<file path="src/core/led_pwm_pkg.sv">
/*
 * Shared constants of the LED PWM intensity block: register offsets, nibble
 * positions, reset values, PWM frame shape and the oscillator step timing.
 * Assumes a single 250 MHz clock domain and an 8-bit register port.
 */
package led_pwm_pkg;

    // register offsets
    localparam logic [7:0] MASTER_GLOBAL_ADDR   = 8'h0E;
    localparam logic [7:0] PORT_INT_FIRST_ADDR  = 8'h10;
    localparam logic [7:0] PORT_INT_LAST_ADDR   = 8'h13;

    // reset values
    localparam logic [7:0] MASTER_GLOBAL_RESET  = 8'h00;
    localparam logic [7:0] PORT_INT_RESET       = 8'h00;
    localparam logic [7:0] UNMAPPED_READ        = 8'h00;

    // field layout
    localparam int         NIBBLE_W             = 4;
    localparam int         MASTER_LSB           = 4;
    localparam int         NUM_PORTS            = 8;
    localparam int         NUM_OUTPUTS          = 9;
    localparam int         NUM_PORT_REGS        = 4;

    // intensity codes
    localparam logic [3:0] STATIC_CODE          = 4'hF;
    localparam logic [3:0] MASTER_OFF           = 4'h0;

    // frame shape: 15 timeslots of 16 steps, 240 steps per period
    localparam logic [3:0] LAST_SLOT            = 4'hE;
    localparam logic [3:0] LAST_CYCLE           = 4'hF;
    localparam int         PERIOD_STEPS         = 240;

    // step timing, rounded down to whole clocks
    localparam int         CLK_PERIOD_NS        = 4;
    localparam int         OSC_HZ               = 32000;
    localparam int         OSC_PERIOD_NS        = 1000000000 / OSC_HZ;
    localparam int         STEP_CYCLES          = OSC_PERIOD_NS / CLK_PERIOD_NS;

endpackage

</file>
<file path="src/core/led_pwm_intensity_control.sv">
/*
 * LED PWM intensity control for eight open-drain ports and a ninth output.
 * Holds the master/global and individual intensity registers, picks each
 * output's code and phase level, and runs nine PWM channels off one frame.
 * Assumes the serial host logic drives the register port on clk, and that
 * the configuration and blink phase registers live outside and feed the
 * global, blink and phase inputs on the same clock.
 */
// Functional notes
// - master nibble zero makes every output static
// - nonzero master, global clear: individual codes apply
// - code F static, codes 0..E run PWM
// - global set: all codes from master register
// - global mode covers every output together
// - phase zero: low for code plus one sixteenths
// - phase one: low for fifteen minus code
// - code F: phase zero low, one released
// - ninth output has its own phase bits
// - 240 steps, 15 slots, master gates slots
// - full code ignores gating, follows phase level
// - low nibble: ninth code, or global code
// - blink flip with blink enable selects phase one bits
`timescale 1ns/1ps

module led_pwm_intensity_control #(
    parameter int STEP_CYCLES = led_pwm_pkg::STEP_CYCLES
) (
    input  wire logic       clk,
    input  wire logic       rst,
    input  wire logic       wr_en,
    input  wire logic [7:0] wr_addr,
    input  wire logic [7:0] wr_data,
    input  wire logic       rd_en,
    input  wire logic [7:0] rd_addr,
    output logic      [7:0] rd_data,
    output logic            rd_valid,
    input  wire logic       global_flag,
    input  wire logic       blink_enable,
    input  wire logic       blink_flip,
    input  wire logic [7:0] phase0,
    input  wire logic [7:0] phase1,
    input  wire logic       ninth_phase0,
    input  wire logic       ninth_phase1,
    output logic      [7:0] port_pin_out,
    output logic      [7:0] port_pin_oe,
    output logic            ninth_output_out,
    output logic            ninth_output_oe
);

    localparam int NO = led_pwm_pkg::NUM_OUTPUTS;
    localparam int NP = led_pwm_pkg::NUM_PORTS;

    typedef struct packed {
        logic [7:0]      master_global;
        logic [3:0][7:0] port_int;
        logic [7:0]      rd_data;
        logic            rd_valid;
        logic [8:0]      pin_value;
    } top_state_t;

    top_state_t s_reg;
    top_state_t s_next;

    logic [3:0]    master;
    logic [3:0]    low_nibble;
    logic          run;
    logic          use_global;
    logic          blink_sel;
    logic [NO-1:0][3:0] code;
    logic [NO-1:0] level;
    logic [NO-1:0] drive_low;
    logic          tick;
    logic [3:0]    slot;
    logic [3:0]    cyc;

    // register port
    always_comb
    begin
        s_next = s_reg;
        s_next.rd_valid = rd_en;
        // open-drain pins only ever drive low
        s_next.pin_value = '0;
        if (wr_en)
        begin
            if (wr_addr == led_pwm_pkg::MASTER_GLOBAL_ADDR)
                s_next.master_global = wr_data;
            else if (wr_addr >= led_pwm_pkg::PORT_INT_FIRST_ADDR &&
                     wr_addr <= led_pwm_pkg::PORT_INT_LAST_ADDR)
                s_next.port_int[wr_addr[1:0]] = wr_data;
        end
        if (rd_en)
        begin
            if (rd_addr == led_pwm_pkg::MASTER_GLOBAL_ADDR)
                s_next.rd_data = s_reg.master_global;
            else if (rd_addr >= led_pwm_pkg::PORT_INT_FIRST_ADDR &&
                     rd_addr <= led_pwm_pkg::PORT_INT_LAST_ADDR)
                s_next.rd_data = s_reg.port_int[rd_addr[1:0]];
            else
                s_next.rd_data = led_pwm_pkg::UNMAPPED_READ;
        end
    end

    always_ff @(posedge clk or posedge rst)
    begin
        if (rst)
        begin
            s_reg.master_global <= led_pwm_pkg::MASTER_GLOBAL_RESET;
            s_reg.port_int      <= {4{led_pwm_pkg::PORT_INT_RESET}};
            s_reg.rd_data       <= 8'h00;
            s_reg.rd_valid      <= 1'b0;
            s_reg.pin_value     <= 9'h000;
        end
        else
        begin
            s_reg <= s_next;
        end
    end

    // read-back answers one clock after the strobe
    a_read_strobe: assert property (@(posedge clk) disable iff (rst)
        rd_en |=> rd_valid)
        else $error("read strobe not answered");

    a_read_single: assert property (@(posedge clk) disable iff (rst)
        !rd_en |=> !rd_valid)
        else $error("read valid without a strobe");

    a_read_hold: assert property (@(posedge clk) disable iff (rst)
        !rd_en |=> $stable(rd_data))
        else $error("read data moved without a strobe");

    a_read_master: assert property (@(posedge clk) disable iff (rst)
        (rd_en && rd_addr == led_pwm_pkg::MASTER_GLOBAL_ADDR) |=>
            (rd_data == $past(s_reg.master_global)))
        else $error("master register read back wrong");

    a_read_port: assert property (@(posedge clk) disable iff (rst)
        (rd_en && rd_addr >= led_pwm_pkg::PORT_INT_FIRST_ADDR &&
         rd_addr <= led_pwm_pkg::PORT_INT_LAST_ADDR) |=>
            (rd_data == $past(s_reg.port_int[rd_addr[1:0]])))
        else $error("intensity register read back wrong");

    a_read_unmapped: assert property (@(posedge clk) disable iff (rst)
        (rd_en && rd_addr != led_pwm_pkg::MASTER_GLOBAL_ADDR &&
         (rd_addr < led_pwm_pkg::PORT_INT_FIRST_ADDR ||
          rd_addr > led_pwm_pkg::PORT_INT_LAST_ADDR)) |=>
            (rd_data == led_pwm_pkg::UNMAPPED_READ))
        else $error("unmapped read not answered with default");

    a_write_master: assert property (@(posedge clk) disable iff (rst)
        (wr_en && wr_addr == led_pwm_pkg::MASTER_GLOBAL_ADDR) |=>
            (s_reg.master_global == $past(wr_data)))
        else $error("master register write lost");

    a_write_port: assert property (@(posedge clk) disable iff (rst)
        (wr_en && wr_addr >= led_pwm_pkg::PORT_INT_FIRST_ADDR &&
         wr_addr <= led_pwm_pkg::PORT_INT_LAST_ADDR) |=>
            (s_reg.port_int[$past(wr_addr[1:0])] == $past(wr_data)))
        else $error("intensity register write lost");

    a_write_other: assert property (@(posedge clk) disable iff (rst)
        (!wr_en || (wr_addr != led_pwm_pkg::MASTER_GLOBAL_ADDR &&
         (wr_addr < led_pwm_pkg::PORT_INT_FIRST_ADDR ||
          wr_addr > led_pwm_pkg::PORT_INT_LAST_ADDR))) |=>
            ($stable(s_reg.master_global) && $stable(s_reg.port_int)))
        else $error("register changed without a mapped write");

    assign master     = s_reg.master_global[led_pwm_pkg::MASTER_LSB +: led_pwm_pkg::NIBBLE_W];
    assign low_nibble = s_reg.master_global[0 +: led_pwm_pkg::NIBBLE_W];

    // master nibble zero stops all PWM
    assign run        = (master != led_pwm_pkg::MASTER_OFF);
    // global code only while master runs
    assign use_global = global_flag && run;
    // blink enable and blink flip together pick phase one bits
    assign blink_sel  = blink_enable && blink_flip;

    always_comb
    begin
        code  = '0;
        level = '0;
        for (int i = 0; i < NP; i++)
        begin
            // global code applied to every port
            if (use_global)
                code[i] = low_nibble;
            // two port codes per register, low nibble first
            else
                code[i] = s_reg.port_int[i / 2][(i % 2) * 4 +: 4];
            level[i] = blink_sel ? phase1[i] : phase0[i];
        end
        // low nibble is the ninth output's code
        code[NP] = low_nibble;
        // ninth output has its own phase bits
        level[NP] = blink_sel ? ninth_phase1 : ninth_phase0;
    end

    a_indiv_pairs: assert property (@(posedge clk) disable iff (rst)
        !use_global |-> (code[1] == s_reg.port_int[0][7:4]) &&
            (code[2] == s_reg.port_int[1][3:0]) &&
            (code[5] == s_reg.port_int[2][7:4]) && (code[6] == s_reg.port_int[3][3:0]))
        else $error("individual code pairing wrong");

    a_phase0_select: assert property (@(posedge clk) disable iff (rst)
        !(blink_enable && blink_flip) |->
            (level[NP-1:0] == phase0) && (level[NP] == ninth_phase0))
        else $error("phase zero bits not selected");

    a_ninth_own: assert property (@(posedge clk) disable iff (rst)
        ($stable(ninth_phase0) && $stable(ninth_phase1) && $stable(blink_sel)) |->
            $stable(level[NP]))
        else $error("ninth level moved without its own phase bits");

    pwm_timebase #(
        .STEP_CYCLES (STEP_CYCLES)
    ) u_timebase (
        .clk  (clk),
        .rst  (rst),
        .run  (run),
        .tick (tick),
        .slot (slot),
        .cyc  (cyc)
    );

    genvar g;
    generate
        for (g = 0; g < NO; g++)
        begin : g_chan
            // per-output channel mixes static and PWM
            pwm_channel u_chan (
                .clk       (clk),
                .rst       (rst),
                .tick      (tick),
                .run       (run),
                .master    (master),
                .slot      (slot),
                .cyc       (cyc),
                .code      (code[g]),
                .level     (level[g]),
                .drive_low (drive_low[g])
            );

            a_static_off: assert property (@(posedge clk) disable iff (rst)
                (!run && $past(!run) && !$past(rst)) |-> (drive_low[g] == !$past(level[g])))
                else $error("output not static while master is off");

            a_full_static: assert property (@(posedge clk) disable iff (rst)
                ($past(tick) && $past(code[g]) == 4'hF) |->
                    (drive_low[g] == !$past(level[g])))
                else $error("full code output not static");

            a_low_phase0: assert property (@(posedge clk) disable iff (rst)
                ($past(tick) && $past(run) && $past(code[g]) != 4'hF &&
                 !$past(level[g]) && $past(slot) < $past(master)) |->
                    (drive_low[g] == ($past(cyc) <= $past(code[g]))))
                else $error("phase zero low time wrong");

            a_low_phase1: assert property (@(posedge clk) disable iff (rst)
                ($past(tick) && $past(run) && $past(code[g]) != 4'hF &&
                 $past(level[g]) && $past(slot) < $past(master)) |->
                    (drive_low[g] == ($past(cyc) > $past(code[g]))))
                else $error("phase one low time wrong");

            a_gate_off: assert property (@(posedge clk) disable iff (rst)
                ($past(tick) && $past(run) && $past(code[g]) != 4'hF &&
                 $past(slot) >= $past(master)) |->
                    (drive_low[g] == $past(level[g])))
                else $error("ungated timeslot not idle");

            a_no_glitch: assert property (@(posedge clk) disable iff (rst)
                (run && $past(run) && !$past(tick)) |-> $stable(drive_low[g]))
                else $error("output moved between steps");
        end
    endgenerate

    a_global_code: assert property (@(posedge clk) disable iff (rst)
        (global_flag && run) |-> (code[NP-1:0] == {NP{low_nibble}}))
        else $error("global code not applied to all ports");

    a_indiv_code: assert property (@(posedge clk) disable iff (rst)
        !(global_flag && run) |-> (code[0] == s_reg.port_int[0][3:0]) &&
            (code[NP-1] == s_reg.port_int[3][7:4]))
        else $error("individual code not used");

    a_ninth_code: assert property (@(posedge clk) disable iff (rst)
        code[NP] == low_nibble)
        else $error("ninth output code not low nibble");

    a_phase_select: assert property (@(posedge clk) disable iff (rst)
        (blink_enable && blink_flip) |->
            (level[NP-1:0] == phase1) && (level[NP] == ninth_phase1))
        else $error("phase one bits not selected");

    a_write_effect: assert property (@(posedge clk) disable iff (rst)
        (wr_en && wr_addr == led_pwm_pkg::MASTER_GLOBAL_ADDR &&
         wr_data[7:4] == led_pwm_pkg::MASTER_OFF) |=> !run)
        else $error("master write did not stop pwm");

    a_restart_start: assert property (@(posedge clk) disable iff (rst)
        (run && !$past(run)) |-> (slot == 4'h0) && (cyc == 4'h0) && !tick)
        else $error("pwm did not restart at period start");

    a_stop_all: assert property (@(posedge clk) disable iff (rst)
        (!run && !$past(run) && !$past(rst)) |->
            (port_pin_oe == ~$past(level[NP-1:0])))
        else $error("ports not static while master is off");

    assign rd_data          = s_reg.rd_data;
    assign rd_valid         = s_reg.rd_valid;
    assign port_pin_out     = s_reg.pin_value[NP-1:0];
    assign ninth_output_out = s_reg.pin_value[NP];
    // drive_low comes straight from each channel flop
    assign port_pin_oe      = drive_low[NP-1:0];
    assign ninth_output_oe  = drive_low[NP];

endmodule

</file>
<file path="src/core/pwm_timebase.sv">
/*
 * PWM frame counter: divides the clock down to oscillator steps and tracks
 * the timeslot and the step inside it. Assumes run comes from same-clock
 * register logic.
 */
`timescale 1ns/1ps

module pwm_timebase #(
    parameter int STEP_CYCLES = led_pwm_pkg::STEP_CYCLES
) (
    input  wire logic       clk,
    input  wire logic       rst,
    input  wire logic       run,
    output logic            tick,
    output logic [3:0]      slot,
    output logic [3:0]      cyc
);

    localparam int PW = $clog2(STEP_CYCLES + 1);

    typedef struct packed {
        logic [PW-1:0] presc;
        logic [3:0]    slot;
        logic [3:0]    cyc;
        logic          tick;
    } tb_state_t;

    tb_state_t s_reg;
    tb_state_t s_next;

    always_comb
    begin
        s_next = s_reg;
        s_next.tick = run && (s_reg.presc == '0);
        if (!run)
        begin
            s_next.presc = '0;
            s_next.slot  = '0;
            s_next.cyc   = '0;
            s_next.tick  = 1'b0;
        end
        else if (s_reg.presc == PW'(STEP_CYCLES - 1))
        begin
            // 16 steps per slot, 15 slots
            s_next.presc = '0;
            if (s_reg.cyc == led_pwm_pkg::LAST_CYCLE)
            begin
                s_next.cyc  = '0;
                s_next.slot = (s_reg.slot == led_pwm_pkg::LAST_SLOT) ? 4'h0 : s_reg.slot + 4'h1;
            end
            else
            begin
                s_next.cyc = s_reg.cyc + 4'h1;
            end
        end
        else
        begin
            s_next.presc = s_reg.presc + PW'(1);
        end
    end

    always_ff @(posedge clk or posedge rst)
    begin
        if (rst)
            s_reg <= '0;
        else
            s_reg <= s_next;
    end

    assign tick = s_reg.tick;
    assign slot = s_reg.slot;
    assign cyc  = s_reg.cyc;

    a_counter_hold: assert property (@(posedge clk) disable iff (rst)
        !run |=> (slot == 4'h0) && (cyc == 4'h0) && !tick)
        else $error("frame counters not held while stopped");

    a_slot_wrap: assert property (@(posedge clk) disable iff (rst)
        (run && $past(run) && slot != $past(slot)) |->
            ($past(cyc) == 4'hF) && (cyc == 4'h0) &&
            (slot == (($past(slot) == 4'hE) ? 4'h0 : $past(slot) + 4'h1)))
        else $error("timeslot advance out of sequence");

endmodule

</file>
<file path="src/core/pwm_channel.sv">
/*
 * One open-drain PWM output: turns the frame position, the intensity code and
 * the phase level into a drive-low flop. Assumes the frame counter of
 * pwm_timebase and same-clock control inputs.
 */
`timescale 1ns/1ps

module pwm_channel (
    input  wire logic       clk,
    input  wire logic       rst,
    input  wire logic       tick,
    input  wire logic       run,
    input  wire logic [3:0] master,
    input  wire logic [3:0] slot,
    input  wire logic [3:0] cyc,
    input  wire logic [3:0] code,
    input  wire logic       level,
    output logic            drive_low
);

    typedef struct packed {
        logic drive_low;
    } chan_state_t;

    chan_state_t s_reg;
    chan_state_t s_next;

    always_comb
    begin
        logic lvl;
        lvl = 1'b1;
        s_next = s_reg;
        // output moves only on step edges while running, and every clock while stopped
        if (!run || tick)
        begin
            if (!run || code == led_pwm_pkg::STATIC_CODE)
                lvl = level;
            // on-time is code plus one steps
            else if ((slot < master) && (cyc <= code))
                lvl = level;
            else
                lvl = ~level;
            s_next.drive_low = ~lvl;
        end
    end

    always_ff @(posedge clk or posedge rst)
    begin
        if (rst)
            s_reg <= '0;
        else
            s_reg <= s_next;
    end

    assign drive_low = s_reg.drive_low;

endmodule

</file>
<file path="config.mk">
export PLATFORM = sky130hd
export DESIGN_NAME = led_pwm_intensity_control
export DESIGN_NICKNAME = d
export VERILOG_FILES = /design/src/core/led_pwm_pkg.sv /design/src/core/led_pwm_intensity_control.sv /design/src/core/pwm_timebase.sv /design/src/core/pwm_channel.sv
export SDC_FILE = /design/constraint.sdc
export NUM_CORES = 1
export LEC_CHECK = 0
export BUFFER_PORTS_ARGS = -buffer_cell sky130_fd_sc_hd__clkbuf_2
export CORE_ASPECT_RATIO = 0.75
export CORE_MARGIN = 8
export CORE_UTILIZATION = 40
export DETAILED_ROUTE_END_ITERATION = 10
export PLACE_DENSITY = 0.64
export SYNTH_ARGS = -nofsm -noshare
export SYNTH_HDL_FRONTEND = slang
export SYNTH_SLANG_ARGS = --single-unit
</file>
<file path="constraint.sdc">
create_clock -name clk -period 8.5 [get_ports clk]
set_input_delay 0.85 -clock clk [delete_from_list [all_inputs] [get_ports clk]]
set_output_delay 0.85 -clock clk [all_outputs]
set_load 0.01 [all_outputs]
</file>
## Word level (Yosys, flattened, before mapping)

Cells that the tools add are included.

- Flip-flop bits (word level): 80
- Input bits: 49
- Output and inout port bits: 27
- Logic and storage cells: 164

- Add/sub/neg operators: 3
- $lt $le $gt $ge: 17
- Eq/ne operators: 16
- Mux-type cells: 58
- Bitwise operators: 19
- Reduce and logical (&&, ||, !) cells: 31

Operators by type and width:

| kind | count |
|---|---|
| $eq A4 B4 Y1 const B | 11 |
| $mux W4 | 11 |
| $mux W8 | 5 |
| $mux W1 | 37 |
| $le A4 B4 Y1 | 9 |
| $bwmux W32 | 1 |
| $mux W21 | 1 |
| $not A1 Y1 | 19 |
| $bmux W8 S2 | 1 |
| $demux W8 S2 | 1 |
| $eq A8 B4 Y1 const B | 2 |
| $ge A8 B5 Y1 const B | 2 |
| $le A8 B5 Y1 const B | 2 |
| $logic_and A1 B1 Y1 | 15 |
| $add A13 B1 Y13 const B | 1 |
| $eq A13 B13 Y1 const B | 1 |
| $logic_not A13 Y1 | 1 |
| $mux W13 | 1 |
| $logic_or A1 B1 Y1 | 10 |
| $add A4 B1 Y4 const B | 2 |
| $lt A2 B3 Y1 const B | 2 |
| $lt A4 B4 Y1 | 1 |
| $ne A2 B2 Y1 const B | 2 |
| $reduce_and A2 Y1 | 2 |
| 4 further kinds | 4 |

## Longest topological paths before layout

- Depth after elaboration: 9
- Mapped depth: 13
- Mapped depth without buffers: 11

## Hierarchy

Synthesis repeated with hierarchy kept, for this count alone.

- Cells, all modules: 684
- Area, all modules: 6501.2 µm²

By module, submodules not included:

| module | instances | cells each | area each (µm²) | seq. area each (µm²) |
|---|---|---|---|---|
| led_pwm_intensity_control | 1 | 251 | 2768.9 | 1226.2 |
| pwm_channel | 9 | 34 | 275.3 | 25.0 |
| pwm_timebase | 1 | 127 | 1255.0 | 550.5 |

## Least setup slack after synthesis

Ideal clock, no wire load.

- Path type: register -> register
- Start point: register s_reg, in the netlist master[3]
- End point: register g_chan[7].u_chan.s_reg
- Setup time: 126 ps
- Data arrival time: 2656 ps
- Required time: 8374 ps
- Setup slack: 5718 ps
- Stages on the path, launching flop included: 13
- Buffers on the path: 2
- Period minus slack after synthesis: 2782 ps
- Cells stage by stage: dfrtp_1 > or4_1 > nand2_1 > buf_2 > buf_1 > a21oi_1 > ha_1 > nor2b_1 > o211ai_1 > a21oi_1 > o22ai_1 > mux2i_1 > a21oi_1

- Word-level cells in the longest chain between the ends: 9
- Elaborated cells on any way between the ends: 14
- Classes of those cells: 2 x order compare; 1 x eq/ne; 4 x mux; 1 x bitwise; 6 x reduce/logical

RTL lines:

| what | line | source |
|---|---|---|
| from (decl) | led_pwm_intensity_control.sv:61 | `top_state_t s_reg;` |
| from (signal assigned) | led_pwm_intensity_control.sv:115 | `s_reg <= s_next;` |
| $reduce_bool A4 Y1 | led_pwm_intensity_control.sv:172 | `assign run = (master != led_pwm_pkg::MASTER_OFF);` |
| $logic_and A1 B1 Y1 | led_pwm_intensity_control.sv:174 | `assign use_global = global_flag && run;` |
| $mux W4 | led_pwm_intensity_control.sv:185 | `if (use_global)` |
| $le A4 B4 Y1 | pwm_channel.sv:39 | `else if ((slot < master) && (cyc <= code))` |
| $logic_and A1 B1 Y1 | pwm_channel.sv:39 |  |
| $mux W1 | pwm_channel.sv:39 |  |
| $mux W1 | pwm_channel.sv:36 | `if (!run \|\| code == led_pwm_pkg::STATIC_CODE)` |
| $mux W1 | pwm_channel.sv:34 | `if (!run \|\| tick)` |
| $not A1 Y1 | pwm_channel.sv:43 | `s_next.drive_low = ~lvl;` |
| to (signal assigned) | pwm_channel.sv:52 | `s_reg <= s_next;` |
| to (decl) | pwm_channel.sv:25 | `chan_state_t s_reg;` |

Several ways; a longest one is shown, not always the timed one. The select of a mux whose other input is x is not followed.
A chain may end at the register's enable or synchronous reset.

## Worst setup path in the final report

- Start point: register s_reg, in the netlist master[0]
- End point: register g_chan[1].u_chan.s_reg

- Word-level cells in the longest chain between the ends: 9
- Elaborated cells on any way between the ends: 14
- Classes of those cells: 2 x order compare; 1 x eq/ne; 4 x mux; 1 x bitwise; 6 x reduce/logical

RTL lines:

| what | line |
|---|---|
| $reduce_bool A4 Y1 | led_pwm_intensity_control.sv:172 |
| $logic_and A1 B1 Y1 | led_pwm_intensity_control.sv:174 |
| $mux W4 | led_pwm_intensity_control.sv:185 |
| $le A4 B4 Y1 | pwm_channel.sv:39 |
| $logic_and A1 B1 Y1 | pwm_channel.sv:39 |
| $mux W1 | pwm_channel.sv:39 |
| $mux W1 | pwm_channel.sv:36 |
| $mux W1 | pwm_channel.sv:34 |
| $not A1 Y1 | pwm_channel.sv:43 |
| to (signal assigned) | pwm_channel.sv:52 |
| to (decl) | pwm_channel.sv:25 |

Several ways; a longest one is shown, not always the timed one. The select of a mux whose other input is x is not followed.

==> impl_metrics.yaml <==
status:
  status: "completed"
pwr:
  p_leak_uw: 0.00294
  power.density_nw_per_um2: 170
  ir_drop_mv: 0.0896
critical_path:
  worst_setup_path_end_kind: "register"
  worstSetupPathType: "register to register"
  worstPathRequired_ns: 8.69
  crit_slowest_cell: "nand2_1"
  max_stage_delay_ns: 0.94
  critPathBufInv: 0
  worstPathMaxFanout: 39
  crit_family: "simple AND/OR/NAND/NOR gates"
  start_kind: "register"
  crit_chain: "or4_1, nand2_1, nor2_1, a21oi_1, ha_1, nor2b_1, o211ai_1, a21oi_1, o21ai_0, xor2_1, o21ai_0"
  crit_arrival_ns: 4.34
cells_and_area:
  final_cell_mix: "dfrtp_1 (80), clkbuf_2 (66), a21oi_1 (62)"
  finalNetCount: 665
  seq_area_sq_um: 2000
  diodes: 0
  nFillCells: 1252
  multi_input_area_sq_um: 2950
  largest_reg_flops: 32
  final_common_cell: "dfrtp_1"
  area.growth.synth_to_final_pct: 12.7
  drive_gt1_frac: 0.236
clock_tree:
  cts_root_buffer: "clkbuf_16"
  post_cts.repair.setup_buffers: 0
  cts_buffer_depth: 2
  cts_resized: 0
  tritoncts: "yes"
  clkSlewWorstSetupHoldPaths_ns: 0.07
  htreeDepth: 3
  clock_latency_ns: 0.33
  postCtsHoldBufs: 0
  cts_sinks: 80
  numCtsBuffers: 9
placement:
  io_buffers: 66
  dpl.hpwl_mm: 9.97
  dp_slack_ns: 4.42
  gp_congestion: 0.876
detailed_routing:
  drt-initial-drc-count: 215
  via_count: 4149
  wl_mm: 13.0
  drtAntennaViolNets: 0
  detail_route.wl_per_cell_um: 17.4
  viasPerCell: 5.55
  route.detailed.drc: 0
  first_pass_iters: 5
synth:
  syn_area_sq_um: 5220
  synth_ff_type: "dfrtp_1"
  synth.distinct_cells: 47
  netlist.area_leader.share: 0.383
  async_reset_ff_frac: 1.00
  synth-seq-cells: 80
  synth_edf_count: 0
  yosysWarnings: 0
  synth_top_area_cell: "dfrtp_1"
  netlist_instances: 521
  syn_area_per_cell_sq_um: 10.0
  synth_area_leaders: "dfrtp_1 (38%), ha_1 (11%), mux2_2 (7.5%)"
  ys_seq_area_frac: 0.383
die:
  die_area_sq_um: 17000
  floorplan.rows: 36
  start_util: 0.405
  die_h_um: 115
  die_w_um: 148
  pin_count: 76
  core_area_sq_um: 12900
grt:
  antenna_found_initial: 0
  grt_usage: 0.158
  first_global_vias: 4294
  grt_pass1_wl_mm: 21.5
  grt_max_degree: 81
  grt.overflow.total: 0
sta:
  finalCritPeriodShare: 0.488
  max_freq_mhz: 241
  whs_ns: 0.478
  period_needed_ns: 4.15
  tightest_slew_ns: 1.18
  layout_setup_ws_ns: 4.35
  setup_viol: 0
  finClkSkew_ns: 0.00808
  rsz0062_at_grt: "false"
  fin_tns_setup_ns: 0
  hold_viol: 0
  slew_violations: 0
  relSlewSlack: 0.212
job:
  drv_cap: 0
hold_path:
  min_path_type: "register to register"
## where the power goes
| part | leakage [uW] | total, uW | internal [uW] | switching, uW |
|---|---|---|---|---|
| clock | 0.000144 | 386 | 230 | 156 |
| combinational | 0.00176 | 164 | 72.9 | 91.4 |
| sequential | 0.00104 | 451 | 417 | 33.9 |
| total | 0.00294 | 1000 | 721 | 281 |
## tightest hold or removal path, cell delays in order, from the launching register on
cell and delay (ns):
dfrtp_1 0.34, nand2_1 0.04, o21ai_0 0.06
## kinds of logic after synthesis
logic type                 count (synthesis)  share of synthesized area
other                                      1                   0.000718
xor gates and xnor gates                  17                     0.0285
AOI/OAI and AO/OA                        121                      0.135
DFF                                       80                      0.383
and+or+nand+nor                          145                      0.150
muxes                                     58                      0.139
adders and majority gates                 44                      0.105
buffers and inverters                     55                     0.0585
## layer usage
metal  GRT usage  share of wire  vias to the layer above  wire, um
met4      0.0508          0.015                        0       191
met2       0.274           0.50                      115      6540
met5           0              0                        -         0
li1            -              -                     1982         -
met3      0.0346          0.046                       14       605
met1       0.193           0.44                     2038      5710
## path summary, 6_finish.rpt
check / from / end / slack, ns / depth (start not counted)
max in group asynchronous: rst / s_reg[45]$_DFFE_PP0P_ / 7.03 / 3
min in group asynchronous: rst / u_timebase.s_reg[10]$_DFF_PP0_ / 0.81 / 3
min: g_chan[0].u_chan.drive_low$_DFFE_PP0P_ / g_chan[0].u_chan.drive_low$_DFFE_PP0P_ / 0.48 / 2
max: master[0]$_DFFE_PP0P_ / g_chan[1].u_chan.drive_low$_DFFE_PP0P_ / 4.35 / 11
max reg2reg: master[0]$_DFFE_PP0P_ / g_chan[1].u_chan.drive_low$_DFFE_PP0P_ / 4.35 / 11
min reg2reg: g_chan[0].u_chan.drive_low$_DFFE_PP0P_ / g_chan[0].u_chan.drive_low$_DFFE_PP0P_ / 0.48 / 2
## final cells by class
type,count,area share
clock buffer,11,0.0395
clock inverter,5,0.0111
inverter,18,0.0117
multi-input combinational,394,0.501
sequential,80,0.340
tap,171,0.0364
timing repair buffer,69,0.0599
## metrics by stage
stage | total power [uW] | cell area (sq um) | utilization | std cells
floorplan | 580 | 5250 | - | 529
global placement | 615 | 5590 | 0.434 | 732
detailed placement | 623 | 5590 | 0.434 | 732
CTS | 1010 | 5890 | 0.457 | 748
global route | 1050 | 5890 | 0.457 | 748
finish | 1000 | 5890 | 0.457 | 748
## synthesized netlist by cell type (2+ instances only)
cell,count
nand3_1,9
o22ai_1,9
buf_4,25
nand4_1,2
clkbuf_1,5
and3_1,12
ha_1,44
a31oi_1,13
nand4b_1,2
o21ai_0,19
or4_1,2
nand2b_1,2
xnor2_1,5
nor2_1,31
mux2i_1,15
mux2_2,35
o211ai_1,9
buf_1,3
mux4_2,8
xor2_1,12
a21oi_1,62
nand2_1,45
and4_1,8
dfrtp_1,80
nor2b_1,15
inv_1,18
nor3_1,4
nand3b_1,3
nor4_1,3
buf_2,4
Power figures use the tool's default switching activity.
